==> config.mk <==
export PLATFORM = sky130hd
export DESIGN_NAME = iic_top
export DESIGN_NICKNAME = d
export VERILOG_FILES = /design/src/inc/iic_pkg.sv /design/src/verilog/iic_sync.sv /design/src/verilog/iic_hold_filter.sv /design/src/verilog/iic_top.sv
export SDC_FILE = /design/constraint.sdc
export NUM_CORES = 2
export LEC_CHECK = 0
export ABC_AREA = 0
export BUFFER_PORTS_ARGS = -buffer_cell sky130_fd_sc_hd__clkbuf_2
export CORE_ASPECT_RATIO = 0.75
export CORE_UTILIZATION = 40
export CTS_CLUSTER_SIZE = 25
export DETAILED_ROUTE_END_ITERATION = 10
export PLACE_DENSITY = 0.53
export SLEW_MARGIN = 20
export SYNTH_ARGS = -nofsm -noshare
export SYNTH_HDL_FRONTEND = slang
export SYNTH_SLANG_ARGS = --single-unit
export TNS_END_PERCENT = 50
==> constraint.sdc <==
create_clock -name core_clk -period 4.6 [get_ports core_clk]
set_input_delay 0.69 -clock core_clk [delete_from_list [all_inputs] [get_ports core_clk]]
set_output_delay 0.69 -clock core_clk [all_outputs]
set_load 0.03 [all_outputs]
==> src/inc/iic_pkg.sv <==
// Purpose: Shared constants for the isolated input channel output logic.
// Assumes: core_clk at 20 MHz, registers eight bits wide on a plain port.
// Notes: Long delay counts live as parameters of the top module.

package iic_pkg;

	localparam int NUM_CH = 8;
	localparam int CNT_W = 22;

	// Timing
	localparam int CLK_PERIOD_NS = 50;
	localparam int LP_FIXED_NS = 4000;
	localparam int LP_FIXED_CYC = (LP_FIXED_NS + CLK_PERIOD_NS - 1) / CLK_PERIOD_NS;
	localparam int NS_PER_MS = 1000000;
	localparam int DLY_A_MS = 10;
	localparam int DLY_B_MS = 30;
	localparam int DLY_C_MS = 100;
	localparam int STARTUP_US = 40;
	localparam int STARTUP_CYC = (STARTUP_US * 1000 + CLK_PERIOD_NS - 1) / CLK_PERIOD_NS;

	// Register offsets
	localparam logic [7:0] REG_CHAN_STATE = 8'h00;
	localparam logic [7:0] REG_FILT_MODE0 = 8'h01;
	localparam logic [7:0] REG_FILT_MODE1 = 8'h02;
	localparam logic [7:0] REG_FILT_DLY0 = 8'h03;
	localparam logic [7:0] REG_FILT_DLY1 = 8'h04;

	// Reset values
	localparam logic [7:0] FILT_MODE_RST = 8'h00;
	localparam logic [7:0] FILT_DLY_RST = 8'h00;

	// Field layout: two bits per channel, four channels per register
	localparam int FIELD_W = 2;
	localparam int CH_PER_REG = 4;

	// Mode field encoding
	localparam logic [1:0] MODE_LOWPASS = 2'h0;
	localparam logic [1:0] MODE_DEGLITCH = 2'h1;
	localparam logic [1:0] MODE_BLANKING = 2'h2;

	// Delay field encoding
	localparam logic [1:0] DLY_NONE = 2'h0;
	localparam logic [1:0] DLY_A = 2'h1;
	localparam logic [1:0] DLY_B = 2'h2;
	localparam logic [1:0] DLY_C = 2'h3;

	typedef enum logic [1:0] {
		SUP_LOCKOUT,
		SUP_WAIT,
		SUP_ACTIVE
	} iic_sup_state_t;

endpackage

==> src/verilog/iic_sync.sv <==
// Purpose: Two-stage synchroniser for pin inputs.
// Assumes: Each bit is an independent level.
// Notes: The first stage is read only by the second.

`timescale 1ns/1ps

module iic_sync #(
	parameter int WIDTH = 1
) (
	// Clock and reset
	input wire logic core_clk,
	input wire logic reset,
	// Data
	input wire logic [WIDTH-1:0] async_in,
	output logic [WIDTH-1:0] sync_out
);

	logic [WIDTH-1:0] meta_r;

	always_ff @(posedge core_clk) begin
		if (reset) begin
			meta_r <= '0;
			sync_out <= '0;
		end else begin
			meta_r <= async_in;
			sync_out <= meta_r;
		end
	end

endmodule // iic_sync

==> src/verilog/iic_hold_filter.sv <==
// Purpose: Output follows input only after it held a new level for hold_cyc cycles.
// Assumes: hold_cyc of zero means pass-through with one cycle of register delay.
// Notes: Any return to the old level restarts the count.

`timescale 1ns/1ps

module iic_hold_filter (
	// Clock and reset
	input wire logic core_clk,
	input wire logic reset,
	// Control
	input wire logic clear,
	input wire logic [iic_pkg::CNT_W-1:0] hold_cyc,
	// Data
	input wire logic din,
	output logic dout
);

	logic [iic_pkg::CNT_W-1:0] cnt_r;
	logic [iic_pkg::CNT_W-1:0] cnt_inc;
	logic expired;

	assign cnt_inc = cnt_r + 1'b1;
	assign expired = (hold_cyc == '0) || (cnt_inc >= hold_cyc);

	always_ff @(posedge core_clk) begin
		if (reset || clear) begin
			cnt_r <= '0;
			dout <= 1'b0;
		end else if (din == dout) begin
			cnt_r <= '0;
		end else if (expired) begin
			cnt_r <= '0;
			dout <= din;
		end else begin
			cnt_r <= cnt_inc;
		end
	end

endmodule // iic_hold_filter

==> src/verilog/iic_top.sv <==
// Purpose: Output-side logic of eight isolated input channels with debounce and lockout.
// Assumes: field_input and supply comparator pins are asynchronous to core_clk.
// Notes: Variant straps are taken while reset is high and held until the next reset.

`timescale 1ns/1ps

module iic_top #(
	parameter int DLY_A_CYC = iic_pkg::DLY_A_MS * (iic_pkg::NS_PER_MS / iic_pkg::CLK_PERIOD_NS),
	parameter int DLY_B_CYC = iic_pkg::DLY_B_MS * (iic_pkg::NS_PER_MS / iic_pkg::CLK_PERIOD_NS),
	parameter int DLY_C_CYC = iic_pkg::DLY_C_MS * (iic_pkg::NS_PER_MS / iic_pkg::CLK_PERIOD_NS)
) (
	// Clock and reset
	input wire logic core_clk,
	input wire logic reset,
	// Field side, after isolation
	input wire logic [7:0] field_input,
	// Supply comparators
	input wire logic supply_below_fall,
	input wire logic supply_above_rise,
	// Variant straps
	input wire logic strap_serial,
	input wire logic [1:0] strap_delay,
	input wire logic [1:0] strap_fast_count,
	// Channel outputs
	output logic [7:0] fast_output,
	output logic [7:0] filtered_output,
	// Cascade
	input wire logic serial_data_in,
	output logic serial_passthrough_out,
	// Register port
	input wire logic [7:0] reg_addr,
	input wire logic [7:0] reg_wdata,
	input wire logic reg_wr,
	input wire logic reg_rd,
	output logic [7:0] reg_rdata,
	// Status
	output logic outputs_live
);

	localparam int N = iic_pkg::NUM_CH;
	localparam int W = iic_pkg::CNT_W;

	// Delay field to cycle count
	function automatic logic [W-1:0] dly_cycles(input logic [1:0] sel);
		logic [W-1:0] c;
		c = '0;
		case (sel)
			iic_pkg::DLY_A: c = W'(DLY_A_CYC);
			iic_pkg::DLY_B: c = W'(DLY_B_CYC);
			iic_pkg::DLY_C: c = W'(DLY_C_CYC);
			default: c = '0;
		endcase
		return c;
	endfunction

	// Two-bit field of channel ch out of a pair of packed registers
	function automatic logic [1:0] ch_field(input logic [7:0] lo, input logic [7:0] hi,
		input int ch);
		logic [7:0] r;
		int pos;
		r = (ch < iic_pkg::CH_PER_REG) ? lo : hi;
		pos = (ch % iic_pkg::CH_PER_REG) * iic_pkg::FIELD_W;
		return r[pos+:2];
	endfunction

	// Synchronised pins
	logic [7:0] field_sync;
	logic [1:0] supply_sync;
	logic [5:0] strap_sync;
	logic pass_sync;

	iic_sync #(.WIDTH(8)) u_sync_field (
		.core_clk(core_clk),
		.reset(reset),
		.async_in(field_input),
		.sync_out(field_sync)
	);

	iic_sync #(.WIDTH(2)) u_sync_supply (
		.core_clk(core_clk),
		.reset(reset),
		.async_in({supply_above_rise, supply_below_fall}),
		.sync_out(supply_sync)
	);

	// Cascade path does not gate on reset of the straps
	iic_sync #(.WIDTH(7)) u_sync_misc (
		.core_clk(core_clk),
		.reset(1'b0),
		.async_in({serial_data_in, strap_fast_count, strap_delay, strap_serial, 1'b0}),
		.sync_out({pass_sync, strap_sync})
	);

	wire supply_low = supply_sync[0];
	wire supply_high = supply_sync[1];

	// Variant straps, sampled throughout reset
	logic serial_r;
	logic [1:0] var_delay_r;
	logic [1:0] fast_count_r;

	always_ff @(posedge core_clk) begin
		if (reset) begin
			serial_r <= strap_sync[1];
			var_delay_r <= strap_sync[3:2];
			fast_count_r <= strap_sync[5:4];
		end
	end

	// Fast channels are the lowest-numbered ones; the serial variant has none
	wire [3:0] fast_num = serial_r ? 4'h0 : (4'h1 << fast_count_r) & 4'hE;
	logic [7:0] fast_mask;
	always_comb begin
		for (int i = 0; i < N; i++) begin
			fast_mask[i] = (4'(i) < fast_num);
		end
	end

	// Supply lockout sequencer
	iic_pkg::iic_sup_state_t sup_r, sup_nxt;
	logic [W-1:0] start_cnt_r, start_cnt_nxt;
	logic clear_path;

	always_comb begin
		sup_nxt = sup_r;
		start_cnt_nxt = start_cnt_r;
		case (sup_r)
			iic_pkg::SUP_LOCKOUT: begin
				start_cnt_nxt = '0;
				if (supply_high && !supply_low) begin
					sup_nxt = iic_pkg::SUP_WAIT;
				end
			end
			iic_pkg::SUP_WAIT: begin
				if (supply_low) begin
					sup_nxt = iic_pkg::SUP_LOCKOUT;
				end else if (start_cnt_r + 1'b1 >= W'(iic_pkg::STARTUP_CYC)) begin
					sup_nxt = iic_pkg::SUP_ACTIVE;
				end else begin
					start_cnt_nxt = start_cnt_r + 1'b1;
				end
			end
			iic_pkg::SUP_ACTIVE: begin
				if (supply_low) begin
					sup_nxt = iic_pkg::SUP_LOCKOUT;
				end
			end
			default: sup_nxt = iic_pkg::SUP_LOCKOUT;
		endcase
	end

	always_ff @(posedge core_clk) begin
		if (reset) begin
			sup_r <= iic_pkg::SUP_LOCKOUT;
			start_cnt_r <= '0;
		end else begin
			sup_r <= sup_nxt;
			start_cnt_r <= start_cnt_nxt;
		end
	end

	// Filters stay cleared outside the active state so they start from low
	assign clear_path = (sup_r != iic_pkg::SUP_ACTIVE);

	// Configuration registers
	logic [7:0] mode_lo_r, mode_hi_r, dly_lo_r, dly_hi_r;

	wire wr_mode_lo = reg_wr && (reg_addr == iic_pkg::REG_FILT_MODE0);
	wire wr_mode_hi = reg_wr && (reg_addr == iic_pkg::REG_FILT_MODE1);
	wire wr_dly_lo = reg_wr && (reg_addr == iic_pkg::REG_FILT_DLY0);
	wire wr_dly_hi = reg_wr && (reg_addr == iic_pkg::REG_FILT_DLY1);

	always_ff @(posedge core_clk) begin
		if (reset) begin
			mode_lo_r <= iic_pkg::FILT_MODE_RST;
			mode_hi_r <= iic_pkg::FILT_MODE_RST;
			dly_lo_r <= iic_pkg::FILT_DLY_RST;
			dly_hi_r <= iic_pkg::FILT_DLY_RST;
		end else begin
			if (wr_mode_lo) mode_lo_r <= reg_wdata;
			if (wr_mode_hi) mode_hi_r <= reg_wdata;
			if (wr_dly_lo) dly_lo_r <= reg_wdata;
			if (wr_dly_hi) dly_hi_r <= reg_wdata;
		end
	end

	// Per-channel slow path
	logic [7:0] lp_fixed;
	logic [7:0] lp_mode_out;
	logic [7:0] deg_out_r;
	logic [7:0] blank_out_r;
	logic [7:0] slow_out;

	genvar g;
	generate
		for (g = 0; g < N; g++) begin : g_ch
			logic [1:0] mode_sel;
			logic [1:0] dly_sel;
			logic [W-1:0] dly_cyc;
			logic [W-1:0] deg_cnt_r;
			logic [W-1:0] blank_cnt_r;
			logic [W-1:0] deg_inc;

			// Parallel variants run low-pass only, one strapped delay for all
			assign mode_sel = serial_r ? ch_field(mode_lo_r, mode_hi_r, g)
				: iic_pkg::MODE_LOWPASS;
			assign dly_sel = serial_r ? ch_field(dly_lo_r, dly_hi_r, g)
				: var_delay_r;
			assign dly_cyc = dly_cycles(dly_sel);
			assign deg_inc = deg_cnt_r + 1'b1;

			// Fixed stage precedes every mode
			iic_hold_filter u_fixed (
				.core_clk(core_clk),
				.reset(reset),
				.clear(clear_path),
				.hold_cyc(W'(iic_pkg::LP_FIXED_CYC)),
				.din(field_sync[g]),
				.dout(lp_fixed[g])
			);

			iic_hold_filter u_lowpass (
				.core_clk(core_clk),
				.reset(reset),
				.clear(clear_path),
				.hold_cyc(dly_cyc),
				.din(lp_fixed[g]),
				.dout(lp_mode_out[g])
			);

			// Deglitch: integrating counter, short glitches only wind it up and it counts back down after
			always_ff @(posedge core_clk) begin
				if (reset || clear_path) begin
					deg_cnt_r <= '0;
					deg_out_r[g] <= 1'b0;
				end else if (lp_fixed[g] != deg_out_r[g]) begin
					if (dly_cyc == '0 || deg_inc >= dly_cyc) begin
						deg_out_r[g] <= lp_fixed[g];
						deg_cnt_r <= '0;
					end else begin
						deg_cnt_r <= deg_inc;
					end
				end else if (deg_cnt_r != '0) begin
					deg_cnt_r <= deg_cnt_r - 1'b1;
				end
			end

			// Blanking: follow the first edge, then ignore the input for the delay
			always_ff @(posedge core_clk) begin
				if (reset || clear_path) begin
					blank_cnt_r <= '0;
					blank_out_r[g] <= 1'b0;
				end else if (blank_cnt_r != '0) begin
					blank_cnt_r <= blank_cnt_r - 1'b1;
				end else if (lp_fixed[g] != blank_out_r[g]) begin
					blank_out_r[g] <= lp_fixed[g];
					blank_cnt_r <= dly_cyc;
				end
			end

			// Reserved code falls back to low-pass
			always_comb begin
				case (mode_sel)
					iic_pkg::MODE_DEGLITCH: slow_out[g] = deg_out_r[g];
					iic_pkg::MODE_BLANKING: slow_out[g] = blank_out_r[g];
					default: slow_out[g] = lp_mode_out[g];
				endcase
			end
		end
	endgenerate

	// Output stage; lockout holds outputs low rather than undefined
	always_ff @(posedge core_clk) begin
		if (reset || clear_path) begin
			fast_output <= 8'h00;
			filtered_output <= 8'h00;
			outputs_live <= 1'b0;
		end else begin
			fast_output <= field_sync & fast_mask;
			filtered_output <= slow_out & ~fast_mask;
			outputs_live <= 1'b1;
		end
	end

	// Cascade copy of the serial input
	always_ff @(posedge core_clk) begin
		if (reset) begin
			serial_passthrough_out <= 1'b0;
		end else begin
			serial_passthrough_out <= serial_r & pass_sync;
		end
	end

	// Register read port, data one cycle after the strobe
	logic [7:0] rd_mux;
	always_comb begin
		case (reg_addr)
			iic_pkg::REG_CHAN_STATE: rd_mux = fast_output | filtered_output;
			iic_pkg::REG_FILT_MODE0: rd_mux = mode_lo_r;
			iic_pkg::REG_FILT_MODE1: rd_mux = mode_hi_r;
			iic_pkg::REG_FILT_DLY0: rd_mux = dly_lo_r;
			iic_pkg::REG_FILT_DLY1: rd_mux = dly_hi_r;
			default: rd_mux = 8'h00;
		endcase
	end

	always_ff @(posedge core_clk) begin
		if (reset) begin
			reg_rdata <= 8'h00;
		end else if (reg_rd) begin
			reg_rdata <= rd_mux;
		end else begin
			reg_rdata <= 8'h00;
		end
	end

endmodule // iic_top

======== Word level (Yosys, flattened, before mapping) ========
Cells that the tools add are included.
word-level totals
  flip-flop bits (word level) ............. 855
  input bits .............................. 36
  word-level logic and storage cells ...... 473
operators by class
  bitwise gates (word level) .............. 30
  $lt $le $gt $ge ......................... 33
  multiplexer cells ....................... 83
  reductions and logical operators ........ 117
  equal/unequal tests ..................... 84
  $add $sub $neg .......................... 41
  shifts and indexed selects .............. 1
operators by type and width
  kind                   number
  $mux 22                42
  $add 22x1->22 const B  25
  $pmux 21 s3            8
  $reduce_bool 22->1     16
  $sub 22x1->22 const B  16
  $ge 22x21->1           8
  $ge 22x22->1           8
  $ge 22x7->1 const B    8
  $logic_not 22->1       8
  $reduce_and 2->1       32
  $eq 2x2->1 const B     25
  $reduce_or 3->1        16
  $pmux 22 s2            1
  $mux 2                 20
  $pmux 8 s5             1
  $eq 2x1->1 const B     17
  $reduce_bool 2->1      17
  $not 1->1              25
  $ge 22x10->1 const B   1
  $logic_or 1x1->1       17
  $and 8x8->8            2
  $eq 1x1->1             16
  $eq 8x2->1 const B     2
  $lt 3x4->1 const A     4
  22 further kinds       54

======== Logic depth before layout (Yosys ltp) ========
  depth in word-level cells ............... 7
  mapped depth ............................ 18
  mapped depth without buffers ............ 15

======== Cells and area by module ========
A second synthesis with hierarchy kept.
unflattened totals
  cells, all modules ...................... 6918
  area, all modules ....................... 56924.6 µm²
by module, submodules not included
  module                    cells an instance  seq. area each (µm²)  times used  area each (µm²)
  iic_top                   3808               9158.8                1           29902.4
  iic_hold_filter           190                460.4                 16          1627.8
  iic_sync (u_sync_field)   33                 320.3                 1           464.2
  iic_sync (u_sync_misc)    29                 280.3                 1           407.9
  iic_sync (u_sync_supply)  8                  80.1                  1           105.1

======== Least setup slack after synthesis ========
Ideal clock, no wire load.
  path type ............................... reg-to-reg
  start ................................... reg g_ch[4].deg_cnt_r[2]
  end ..................................... reg g_ch[4].deg_cnt_r[17]
  period minus slack after synthesis ...... 3762 ps
  data required time ...................... 4526 ps
  cell stages (with the launch flop) ...... 16
  data arrival time ....................... 3688 ps
  library setup time ...................... 74 ps
  slack ................................... 838 ps
  buffers on the path ..................... 2
  cells stage by stage .................... dfxtp_1 > clkbuf_1 > nand2_1 > nor4_1 > nand2_1 > nor2_1 > nand3_1 > xnor2_1 > ha_1 > a21o_1 > a211oi_1 > nand2_1 > a2111oi_4 > buf_4 > o21ai_0 > a31oi_1
between the ends
  cells in the longest elaborated chain, start to end .. 5
ends and longest elaborated chain
  what                    RTL line        source
  from (decl)             iic_top.sv:200  logic [W-1:0] deg_cnt_r;
  from (signal assigned)  iic_top.sv:241  deg_cnt_r <= deg_inc;
  from (signal assigned)  iic_top.sv:244  deg_cnt_r <= deg_cnt_r - 1'b1;
  $add 22x1->22           iic_top.sv:210  assign deg_inc = deg_cnt_r + 1'b1;
  $ge 22x22->1            iic_top.sv:237  if (dly_cyc == '0 || deg_inc >= dly_cyc) begin
  $logic_or 1x1->1        iic_top.sv:237
  $mux 22                 iic_top.sv:237
  $mux 22                 iic_top.sv:236  end else if (lp_fixed[g] != deg_out_r[g]) begin
Parallel ways exist; a longest one is shown, timed or not. The select of a mux whose other input is x is not followed.
A chain may end at the register's enable or synchronous reset.

======== Final worst setup path ========
  start ................................... reg g_ch[7].deg_cnt_r[2]
  end ..................................... reg g_ch[7].deg_cnt_r[0]
between the ends
  cells in the longest elaborated chain, start to end .. 5
ends and longest elaborated chain
  what                    RTL line
  from (decl)             iic_top.sv:200
  from (signal assigned)  iic_top.sv:241
  from (signal assigned)  iic_top.sv:244
  $add 22x1->22           iic_top.sv:210
  $ge 22x22->1            iic_top.sv:237
  $logic_or 1x1->1        iic_top.sv:237
  $mux 22                 iic_top.sv:237
  $mux 22                 iic_top.sv:236
Parallel ways exist; a longest one is shown, timed or not.

==> flow_summary.yaml <==
outcome:
  outcome: "complete, no violations"
floorplanning:
  die_w_um: 402
  io_pins: 62
  std_cell_rows: 109
  core-area_mm2: 0.119
  die_area_mm2: 0.122
  start_util_pct: 40.6
  die_height_um: 302
critical_path:
  critical_path.slowest_cell: "dfxtp_1"
  cp-end-kind: "flip-flop"
  max_stage_delay_ps: 520
  reg2reg_from: "g_ch[7].deg_cnt_r[2]"
  rr_worst_depth: 14
  critPathArrivalTime_ps: 4770
  cp_top_family: "simple AND/OR/NAND/NOR gates"
  r2r_setup_slack_ps: 440
  crit_buf_inv: 1
  startpoint: "g_ch[7].deg_cnt_r[2]"
  crit_cells: 14
  cp_max_fo: 16
  crit_chain: "nand3_1 > or2_2 > nor2_1 > nand3_1 > nor2_1 > xor2_1 > ha_1 > a21oi_1 > o22ai_1 > or4_1 > a311oi_2 > buf_4 > o21bai_1 > o21ai_0"
  critPathRequiredTime_ps: 5200
  crit_path_start_kind: "flip-flop"
  crit_end: "g_ch[7].deg_cnt_r[0]"
  criticalPathCategory: "reg -> reg"
  r2r-end: "g_ch[7].deg_cnt_r[0]"
finish:
  final_cells: 7552
  drive_above_1_share_pct: 6.62
  nFillCells: 11700
  area_growth_pct: 12.2
  fin_nets: 6266
timing:
  fin_crit_ps: 4160
  fmaxAchievable_mhz: 240
  setup_tns_ps: 0
  holdWs_ps: 90.4
  rsz0062_at_grt: "false"
  relSlewSlack_pct: 27.1
  final-max-slew-violation-count: 0
  fin_skew_ps: 25.1
  timing.final.crit_share_pct: 90.5
  tightestPinTransition_ps: 1090
  setup_viol: 0
  hold_viol_final: 0
clock_network:
  cts_made_buffers: 97
  h-tree-depth: 3
  cts_tree: "built"
  post_cts_resized: 0
  insertion_delay_ps: 700
  cts_buffer_depth: 3
  hold_buffers: 0
  clock_sinks: 855
  clockRootBuffer: "clkbuf_16"
  clk_pin_slew_worst_paths_ps: 60
  post_cts_buffers: 0
synthesis:
  yosysSeqAreaShare_pct: 35.7
  synthTopCellsByCount: "dfxtp_1, nor2_1, nand2_1, xnor2_1, nand3_1"
  synth_area_mm2: 0.0481
  synth_most_common_cell: "dfxtp_1"
  synthFlopType: "dfxtp_1"
  yosysTopAreaCell: "dfxtp_1"
  syn-instance-count: 5800
  syn_avg_cell_area_um2: 8.29
  ys_seq_elements: 855
  ys_warn_count: 0
  synth.area.top_cells: "dfxtp_1, ha_1, xnor2_1, nor2_1, xor2_1"
  synth_cell_types: 94
  async_flop_share_pct: 0
  synth_top_area_share_pct: 35.4
  synth_edf_count: 5
pwr:
  p_leak_nw: 22.1
  ir_worst_vdd_v: 0.000249
  power_density_mw_per_mm2: 305
global_route:
  antenna_found_initial: 10
  groute.usage.overall_pct: 19.9
  first_global_vias: 37000
  grt-ovfl-total: 0
  grt_pass1_wl_mm: 200
  grt_start_max_net_pins: 107
placed_design:
  portBuffers: 61
  place_inst: 7369
  gp_congestion: 0.874
  dp_hpwl_mm: 89.7
detailed_routing:
  drt_iter0_drc: 2719
  dr_total_vias: 40400
  drc: 0
  drt_pre_antenna_iters: 5
  wl_per_cell_um: 16.3
  via_per_inst: 5.34
  ant_nets: 0
  totalWireLength_mm: 123
worst_hold_path:
  hold_class: "in -> reg"
  hp-start: "serial_data_in"
job:
  maxCapViolations: 0
[power by group]
group | leakage (nW) | switching, W | internal (W) | total, W
clock network | 1.66 | 0.00329 | 0.00491 | 0.00820
logic | 13.5 | 0.000407 | 0.000270 | 0.000677
registers | 6.95 | 0.0000731 | 0.00750 | 0.00757
total | 22.1 | 0.00377 | 0.0127 | 0.0164
[worst min-delay path by stage]
| stage | end | slack (ps) | depth (start not counted) |
|---|---|---|---|
| 5_1_grt | u_sync_misc.meta_r[6] | 30 | 1 |
| 3_3_place_gp | u_sync_misc.sync_out[4] | 310 | 0 |
| 3_5_place_dp | u_sync_misc.sync_out[3] | 310 | 0 |
| 6_report | u_sync_misc.meta_r[6] | 90 | 1 |
| 4_1_cts | u_sync_misc.meta_r[6] | 30 | 1 |
| 2_1_floorplan | u_sync_misc.sync_out[1] | 310 | 0 |
[cell type report]
class                      count  area (um2)  area share [%]
tap                         1554        1940            3.61
clock inverter                41         563            1.04
timing repair buffer         152        1020            1.88
sequential                   855       17200            31.8
inverter                     188         707            1.31
antenna                        3        7.51          0.0139
clock buffer                 139        2830            5.25
multi-input combinational   4620       29700            55.1
[cell families (layout without fill, tap and decap cells)]
kind of cell	after synthesis	count (layout)	share of synthesized area [%]
xor+xnor	600	600	10.9
simple gates	2518	2518	26.6
other cells	1	131	0.00780
compound gates	979	979	13.2
mux	79	79	1.69
fa+ha+maj	316	316	8.23
buf+inv	452	520	3.63
flops	855	855	35.7
[layer usage]
layer | GRT usage (%) | part of all wire (%)
met2 | 27.5 | 39
met5 | 0 | 0.033
met3 | 4.35 | 6.2
met1 | 30.9 | 54
met4 | 4.08 | 1.7
[state kept, by name (all words and copies together) (netlist names), 22 cells and up]
name and cells:
g_ch.blank_cnt_r 176, g_ch.deg_cnt_r 176, g_ch.u_fixed.cnt_r 176, g_ch.u_lowpass.cnt_r 176
start_cnt_r 22
[layout by cell type, fill, tap and decap left out, types with 59 or more instances in the layout]
cell type	netlist	layout
clkbuf_2	0	60
xor2_1	241	235
nor4_1	102	102
nand4_1	129	129
mux2i_1	64	64
buf_4	2	90
inv_1	188	187
and3_1	128	128
a31oi_1	90	90
nand3_1	326	326
a21oi_1	302	302
xnor2_1	359	358
nor3_1	222	220
nor2_1	639	639
nor2b_1	155	155
and2_1	59	59
or3_1	72	71
a211oi_1	64	64
dfxtp_1	850	850
ha_1	316	316
o21ai_0	164	164
nand2_1	446	446
clkbuf_16	0	100
conb_1	1	128
[per-stage QoR]
stage / total power [W] / worst slack [ps] / util (%) / cell area (um2)
CTS: 0.0167 / 467 / 45.5 / 53900
global placement: 0.00839 / 546 / 42.6 / 50500
floorplan: 0.00818 / 838 / - / 48500
global route: 0.0171 / 61.7 / 45.5 / 53900
finish: 0.0164 / 436 / 45.5 / 53900
detailed placement: 0.00840 / 498 / 42.6 / 50500
No activity file was read; power rests on OpenSTA's default activity.
